[config.mk]
export PLATFORM = sky130hd
export DESIGN_NAME = gx_expander
export DESIGN_NICKNAME = d
export VERILOG_FILES = /design/src/gx_pkg.sv /design/src/gx_expander.sv
export SDC_FILE = /design/constraint.sdc
export NUM_CORES = 1
export LEC_CHECK = 0
export BUFFER_PORTS_ARGS = -buffer_cell sky130_fd_sc_hd__buf_2
export CAP_MARGIN = 20
export CORE_MARGIN = 3
export CORE_UTILIZATION = 60
export DETAILED_ROUTE_END_ITERATION = 10
export PLACE_DENSITY = 0.87
export SKIP_LAST_GASP = 1
export SYNTH_ARGS = -nofsm -noshare
export SYNTH_HDL_FRONTEND = slang
export SYNTH_SLANG_ARGS = --single-unit
[constraint.sdc]
create_clock -name sys_clk -period 2.6 [get_ports sys_clk]
set_clock_uncertainty 0.05 [all_clocks]
set_input_delay 0.78 -clock sys_clk [delete_from_list [all_inputs] [get_ports sys_clk]]
set_output_delay 0.78 -clock sys_clk [all_outputs]
set_load 0.02 [all_outputs]
[src/gx_pkg.sv]
// Shared constants, types and state layout for the 16-bit two-wire I/O expander
// How it works
// - Answer only addresses matching the three straps
// - Address last bit: one reads, zero writes
// - Byte after write address loads the pointer
// - Pointer is write-only, never read back
// - Registers 0/1 return pin levels, ignore writes
// - Registers 2/3 hold drive levels, read back stored
// - Registers 4/5 invert reported input levels
// - Registers 6/7: one input, zero output
// - Outputs drive stored level; inputs float
// - Reset: drive and direction ones, inversion zeros
// - Input pin edge raises the alert
// - Alert clears on revert or port read
// - Read clear happens at acknowledge rising edge
// - Later input changes raise alert again
// - Output pins never alert; direction switch may
// - Write bytes alternate within register pair
// - Unlimited bytes per transfer, still alternating
// - Read bytes alternate within register pair
// - Input sample latched at acknowledge falling edge
// - Restarted read continues at following pair register
// - Alert pin open-drain, active low
// - Bus runs up to fast-mode rates
package gx_pkg;

  localparam int SYS_CLK_MHZ = 250;
  localparam int BUS_MAX_KHZ = 400;
  // Bus clock is oversampled; each bus half period spans hundreds of system cycles
  localparam int SCL_HALF_CYC = (SYS_CLK_MHZ * 1000) / (BUS_MAX_KHZ * 2);

  localparam logic [2:0] REG_IN0 = 3'h0;
  localparam logic [2:0] REG_IN1 = 3'h1;
  localparam logic [2:0] REG_OUT0 = 3'h2;
  localparam logic [2:0] REG_OUT1 = 3'h3;
  localparam logic [2:0] REG_INV0 = 3'h4;
  localparam logic [2:0] REG_INV1 = 3'h5;
  localparam logic [2:0] REG_DIR0 = 3'h6;
  localparam logic [2:0] REG_DIR1 = 3'h7;

  localparam logic [7:0] OUT_RST = 8'hFF;
  localparam logic [7:0] INV_RST = 8'h00;
  localparam logic [7:0] DIR_RST = 8'hFF;

  localparam logic [3:0] BIT_LAST = 4'h8;
  localparam logic [1:0] PRIME_DONE = 2'h3;

  typedef struct packed {
    logic [7:0] upper;
    logic [7:0] lower;
  } gx_port_t;

  typedef enum logic [2:0] {
    PH_IDLE,
    PH_ADDR,
    PH_CMD,
    PH_WR,
    PH_ACK,
    PH_RD,
    PH_RD_ACK,
    PH_SKIP
  } gx_phase_t;

  typedef struct packed {
    logic scl_s1;
    logic scl_s2;
    logic scl_d;
    logic sda_s1;
    logic sda_s2;
    logic sda_d;
    gx_port_t pin_s1;
    gx_port_t pin_s2;
    logic [2:0] strap_s1;
    logic [2:0] strap_s2;
    gx_phase_t phase;
    logic [3:0] bitcnt;
    logic [7:0] shreg;
    logic rd_mode;
    logic cmd_done;
    logic acked;
    logic [2:0] pointer;
    gx_port_t out_drive;
    gx_port_t invert;
    gx_port_t direction;
    gx_port_t in_latch;
    logic [1:0] prime_cnt;
    logic drive_low;
    logic alert;
  } gx_state_t;

endpackage

[src/gx_expander.sv]
// Two-wire slave 16-bit I/O expander with change alert
`timescale 1ns/10ps
module gx_expander import gx_pkg::*; #(
  // Fixed upper address bits; value is arbitrary
  parameter logic [3:0] DEV_ADDR_HI = 4'h2
) (
  input wire logic sys_clk,
  input wire logic rstn,
  input wire logic scl_in,
  input wire logic sda_in,
  output logic sda_out,
  output logic sda_oe_n,
  input wire logic addr_strap_bit0,
  input wire logic addr_strap_bit1,
  input wire logic addr_strap_bit2,
  input wire logic [7:0] lower_port_pin_in,
  output logic [7:0] lower_port_pin_out,
  output logic [7:0] lower_port_pin_oe_n,
  input wire logic [7:0] upper_port_pin_in,
  output logic [7:0] upper_port_pin_out,
  output logic [7:0] upper_port_pin_oe_n,
  output logic alert_out,
  output logic alert_oe_n
);

  gx_state_t st;
  gx_state_t next_st;
  logic scl_rise;
  logic scl_fall;
  logic bus_start;
  logic bus_stop;
  logic addr_hit;
  logic byte_end;
  gx_port_t pin_change;

  // Edges of the sampled bus lines; start and stop are data moves while clock is high
  assign scl_rise = st.scl_s2 & ~st.scl_d;
  assign scl_fall = ~st.scl_s2 & st.scl_d;
  assign bus_start = st.scl_s2 & st.scl_d & st.sda_d & ~st.sda_s2;
  assign bus_stop = st.scl_s2 & st.scl_d & ~st.sda_d & st.sda_s2;
  assign byte_end = scl_fall && (st.bitcnt == BIT_LAST);
  assign addr_hit = (st.shreg[7:1] == {DEV_ADDR_HI, st.strap_s2});
  // Only input-configured pins count as differing from their latched level
  assign pin_change = (st.pin_s2 ^ st.in_latch) & st.direction;

  // Loads the byte to transmit; input ports snapshot the pins here
  function automatic gx_state_t load_byte(input gx_state_t s);
    gx_state_t r;
    logic [7:0] val;
    r = s;
    val = 8'h00;
    case (s.pointer)
      REG_IN0: begin
        r.in_latch.lower = s.pin_s2.lower;
        val = s.pin_s2.lower ^ s.invert.lower;
      end
      REG_IN1: begin
        r.in_latch.upper = s.pin_s2.upper;
        val = s.pin_s2.upper ^ s.invert.upper;
      end
      REG_OUT0: val = s.out_drive.lower;
      REG_OUT1: val = s.out_drive.upper;
      REG_INV0: val = s.invert.lower;
      REG_INV1: val = s.invert.upper;
      REG_DIR0: val = s.direction.lower;
      REG_DIR1: val = s.direction.upper;
      default: val = 8'h00;
    endcase
    // Pointer itself is never a source of read data
    r.shreg = val;
    r.drive_low = ~val[7];
    r.bitcnt = 4'h0;
    r.phase = PH_RD;
    return r;
  endfunction

  always_comb begin
    next_st = st;
    next_st.scl_s1 = scl_in;
    next_st.scl_s2 = st.scl_s1;
    next_st.scl_d = st.scl_s2;
    next_st.sda_s1 = sda_in;
    next_st.sda_s2 = st.sda_s1;
    next_st.sda_d = st.sda_s2;
    next_st.pin_s1 = {upper_port_pin_in, lower_port_pin_in};
    next_st.pin_s2 = st.pin_s1;
    next_st.strap_s1 = {addr_strap_bit2, addr_strap_bit1, addr_strap_bit0};
    next_st.strap_s2 = st.strap_s1;

    // Input latch tracks the pins until the synchronisers have filled after reset
    if (st.prime_cnt != PRIME_DONE) begin
      next_st.prime_cnt = st.prime_cnt + 2'h1;
      next_st.in_latch = st.pin_s2;
    end

    if (bus_start) begin
      // Repeated start keeps the pointer so a read resumes where it left off
      next_st.phase = PH_ADDR;
      next_st.bitcnt = 4'h0;
      next_st.cmd_done = 1'b0;
      next_st.drive_low = 1'b0;
    end else if (bus_stop) begin
      next_st.phase = PH_IDLE;
      next_st.drive_low = 1'b0;
    end else begin
      case (st.phase)
        PH_IDLE, PH_SKIP: begin
        end
        PH_ADDR, PH_CMD, PH_WR: begin
          if (scl_rise && st.bitcnt != BIT_LAST) begin
            next_st.shreg = {st.shreg[6:0], st.sda_s2};
            next_st.bitcnt = st.bitcnt + 4'h1;
          end else if (byte_end) begin
            next_st.bitcnt = 4'h0;
            next_st.drive_low = 1'b1;
            next_st.phase = PH_ACK;
            case (st.phase)
              PH_ADDR: begin
                if (addr_hit) begin
                  next_st.rd_mode = st.shreg[0];
                end else begin
                  next_st.drive_low = 1'b0;
                  next_st.phase = PH_SKIP;
                end
              end
              PH_CMD: begin
                // Upper command bits are dropped, so no undefined register exists
                next_st.pointer = st.shreg[2:0];
                next_st.cmd_done = 1'b1;
              end
              default: begin
                case (st.pointer)
                  REG_OUT0: next_st.out_drive.lower = st.shreg;
                  REG_OUT1: next_st.out_drive.upper = st.shreg;
                  REG_INV0: next_st.invert.lower = st.shreg;
                  REG_INV1: next_st.invert.upper = st.shreg;
                  REG_DIR0: next_st.direction.lower = st.shreg;
                  REG_DIR1: next_st.direction.upper = st.shreg;
                  default: begin
                  end
                endcase
                next_st.pointer = st.pointer ^ 3'h1;
              end
            endcase
          end
        end
        PH_ACK: begin
          if (scl_fall) begin
            next_st.drive_low = 1'b0;
            if (st.rd_mode) begin
              next_st = load_byte(next_st);
            end else begin
              next_st.phase = st.cmd_done ? PH_WR : PH_CMD;
            end
          end
        end
        PH_RD: begin
          if (scl_rise) begin
            next_st.bitcnt = st.bitcnt + 4'h1;
          end else if (scl_fall) begin
            if (st.bitcnt == BIT_LAST) begin
              next_st.drive_low = 1'b0;
              next_st.bitcnt = 4'h0;
              next_st.phase = PH_RD_ACK;
            end else begin
              next_st.shreg = {st.shreg[6:0], 1'b0};
              next_st.drive_low = ~st.shreg[6];
            end
          end
        end
        PH_RD_ACK: begin
          if (scl_rise) begin
            next_st.acked = ~st.sda_s2;
            // Reading an input port re-latches it, which clears its alert
            if (st.pointer == REG_IN0) begin
              next_st.in_latch.lower = st.pin_s2.lower;
            end else if (st.pointer == REG_IN1) begin
              next_st.in_latch.upper = st.pin_s2.upper;
            end
            next_st.pointer = st.pointer ^ 3'h1;
          end else if (scl_fall) begin
            // A missing acknowledge ends the read and frees the data line
            if (st.acked) begin
              next_st = load_byte(next_st);
            end else begin
              next_st.phase = PH_SKIP;
            end
          end
        end
        default: next_st.phase = PH_IDLE;
      endcase
    end

    // One-cycle register acts as the settling delay before the pin moves
    next_st.alert = |pin_change;
  end

  always_ff @(posedge sys_clk or negedge rstn) begin
    if (!rstn) begin
      st <= '0;
      st.scl_s1 <= 1'b1;
      st.scl_s2 <= 1'b1;
      st.scl_d <= 1'b1;
      st.sda_s1 <= 1'b1;
      st.sda_s2 <= 1'b1;
      st.sda_d <= 1'b1;
      st.phase <= PH_IDLE;
      st.out_drive <= {OUT_RST, OUT_RST};
      st.invert <= {INV_RST, INV_RST};
      st.direction <= {DIR_RST, DIR_RST};
    end else begin
      st <= next_st;
    end
  end

  // Open-drain lines only ever pull low; enables are active low
  assign sda_out = 1'b0;
  assign sda_oe_n = ~st.drive_low;
  assign alert_out = 1'b0;
  assign alert_oe_n = ~st.alert;
  assign lower_port_pin_out = st.out_drive.lower;
  assign upper_port_pin_out = st.out_drive.upper;
  assign lower_port_pin_oe_n = st.direction.lower;
  assign upper_port_pin_oe_n = st.direction.upper;
endmodule

==> results.md <==
* Run status: completed
* Ys async rst share at 100.0%
* Req. time, crit path at about 2800 ps
* Initial antenna violation count at 0
* Post-synthesis cell area at ~0.0067 mm2
* Vias in the first global route at ~5200
* Fmax at about 430 MHz
* Worst Path Arrival at ~2600 ps
* Synth top area share at about a third
* Cell variety after synth at 66
* Worst vdd ir at between 0.7 and 0.8 mV
* Worst reg2reg setup slack at 260 ps
* CTS root buffer: clkbuf_16
* Setup crit start kind: flop
* Leading cell types by count after synthesis: dfrtp_1, nand2_1, o21ai_0
* Crit path depth at 7
* Hold buffer count at CTS at 0
* Mapped Avg Cell Area at slightly above 10 um2
* Crit path largest cell delay at between 500 and 600 ps
* CTS Buffer Depth at 2
* Setup crit end kind: flop
* Inserted Clock Buffers at 17
* Sequential Power Share at approximately 44%
* FF-to-FF End: st[84]
* Final Power at around 5 mW
* Met1 usage at 41.32%
* Leakage power at roughly 3.3 nW
* Core area at between 0.01 and 0.015 mm2
* Met2 Use GR at 44.72%
* Dpl hpwl at about 12 mm
* Routed WL at 17.73 mm
* PostCTS Resize Cnt at 0
* Layout cell share with drive strength beyond 1 at 24.22%
* Clk_lat worst skew at between 400 and 500 ps
* Vias at approximately 5300
* Setup_tns at 0 ps
* Nets at between 700 and 800
* First-pass GRT wire length at about 28 mm
* Fill cell count at between 800 and 900
* GP Congestion at 0.9418
* GR met3 Demand/Resource at 6.792%
* Max Slew Vio Count at 0
* Fin. Hold Viols at 0
* Top Ports at 59
* RSZ-0062 raised after global routing: false
* Worst path slowest cell: dfstp_2
* Die Ht at 112.0 um
* Setup CP Type: flop to flop
* Synth warnings at 0
* Top delay family on crit path: compound AO/OA/AOI/OAI gates
* Internal power at between 3 and 4 mW
* Worst-path clk slew at 60 ps
* Worst rel slew slack at a little under three fifths
* Hold/Removal Path Class: input port to asynchronous set/reset pin
* Area leader, netlist: dfrtp_1
* Critical path cell sequence: inv_1 -> ha_1 -> o311a_1 -> a311oi_2 -> a22oi_2 -> o21ai_0 -> o41ai_2
* PortBufs at 56
* Total grt overflow at 0
* Comb pwr share at 6.6%
* Pre-antenna DRT Iters at 6
* Die width at 112.0 um
* Final min period at around 2300 ps
* WL/cell at between 20 and 25 um
* Post-CTS Setup Bufs at 0
* Sw Pwr at 1.229 mW
* Seq/Total Area, Yosys at between 50% and 60%
* #FFs+latches synth at roughly 130
* Crit Reg-Reg Startpoint: st[130]
* P per Cell Area at 669.2 mW/mm2
* Reg2Reg Depth at 7
* Die Area at between 0.01 and 0.015 mm2
* Total GRT Usage at 29.13%
* Top-count cell post-synth: dfrtp_1
* Synth area leaders: dfrtp_1, dfstp_2, buf_4, nand2_1, o21ai_0
* Post-synth EDFFs at 0
* Final period utilization at roughly 90%
* Layout Area Growth over Synthesis at 12.60%
* Iter 0 DRT Violations at 740
* Max-Cap Viols at 0
* Clk sinks at about 130
* Dpl cells at about 810
* Row count at 38
* CTS tree: built
* Antenna cells at 0
* Sw Ratio at about a quarter
* WP buf/inv at 1
* Initial Utilization at just over 60%
* DRC viols at 0
* Endpoints failing setup at 0
* Busiest grt layer: met2
* Power share of the clock group at 49.1%
* Synthesized instance count at 659
* # H-tree levels at 4
* Largest net degree at the start of global routing at between 40 and 50
* Final ANT Viol Nets at 0
* Synth Flop Type: dfrtp_1
* Layout Cells excl Fill at ~850
* Vias/cell at ~6.3
* Worst slew pin tran at between 600 and 700 ps
* Crit path max fanout at 12
==> kinds of logic (layout without fill, tap and decap cells) <==
family / count (synthesis) / after routing / share of synthesized area [%]
other: 1 / 2 / 0.05561
XOR/XNOR: 31 / 31 / 4.026
AND/OR/NAND/NOR: 179 / 179 / 13.38
buffers and inverters: 79 / 125 / 7.162
adder cells (fa/ha/maj): 6 / 6 / 1.113
AO/OA/AOI/OAI: 198 / 198 / 19.39
flip-flops: 133 / 133 / 50.06
multiplexers: 32 / 32 / 4.824
==> flip-flops by register name, indices dropped and copies added (netlist names) <==
register,flops
upper_port_pin_out,8
st,101
lower_port_pin_out,8
upper_port_pin_oe_n,8
lower_port_pin_oe_n,8
==> worst reg2reg max path, delay by kind of cell, from the launching register on <==
kind                       cells  cell delay [ps]
AOI/OAI and AO/OA              5             1220
DFF                            1              540
adders and majority gates      1              350
buffers and inverters          1               40
==> cell type report <==
| type | instances | area, um2 | share of cell area (%) |
|---|---|---|---|
| inverters | 14 | 52.55 | 0.6920 |
| flip-flops and latches | 133 | 3376 | 44.46 |
| well taps | 140 | 175.2 | 2.307 |
| repair buffers | 79 | 480.5 | 6.327 |
| multi-input cells | 448 | 2889 | 38.05 |
| clock buffers | 22 | 474.2 | 6.245 |
| clock inverters | 10 | 146.4 | 1.928 |
==> metal layers <==
| metal | up-vias | share of wire (%) |
|---|---|---|
| li1 | 2398 | - |
| met1 | 2638 | 43 |
| met2 | 270 | 47 |
| met3 | 34 | 7.9 |
| met4 | 0 | 2.1 |
| met5 | - | 0 |
==> metrics by stage <==
stage	utilization (%)	cell area (um2)	setup slack, ps	hold slack [ps]
3_3_place_gp	63.76	6973	323.7	283.1
4_1_cts	69.44	7594	260.9	287.9
6_report	69.44	7594	256.5	290.8
5_1_grt	69.44	7594	93.05	308.4
2_1_floorplan	-	6748	607.4	281.2
3_5_place_dp	63.76	6973	278.7	287.1
==> cell usage in the layout, fill, tap and decap left out, types with 9 or more instances in the layout <==
cell / count
a21oi_1: 26
a221oi_1: 9
a22oi_1: 21
buf_2: 55
buf_4: 22
clkbuf_16: 17
dfrtp_1: 95
dfstp_2: 38
inv_1: 14
mux2i_1: 28
nand2_1: 81
nor2_1: 28
nor2b_1: 10
o211ai_1: 9
o21ai_0: 58
o21ai_1: 12
o22ai_1: 16
xnor2_1: 10
xor2_1: 21
==> worst max path at each step <==
stage | from | endpoint
6_report | st[130] | st[84]
4_1_cts | st[130] | st[84]
2_1_floorplan | st[130] | st[84]
3_3_place_gp | st[130] | st[84]
3_5_place_dp | st[130] | st[84]
5_1_grt | st[131] | st[75]
==> power by group through the flow <==
stage,Sequential [mW],Clock (mW),Combinational [mW]
finish,2.25,2.50,0.335
global route,2.26,2.60,0.361
CTS,2.25,2.53,0.329
detailed placement,2.28,0,0.327
global placement,2.27,0,0.312
floorplan,2.25,0,0.174
Note: power is estimated with default switching activity, not from simulation.
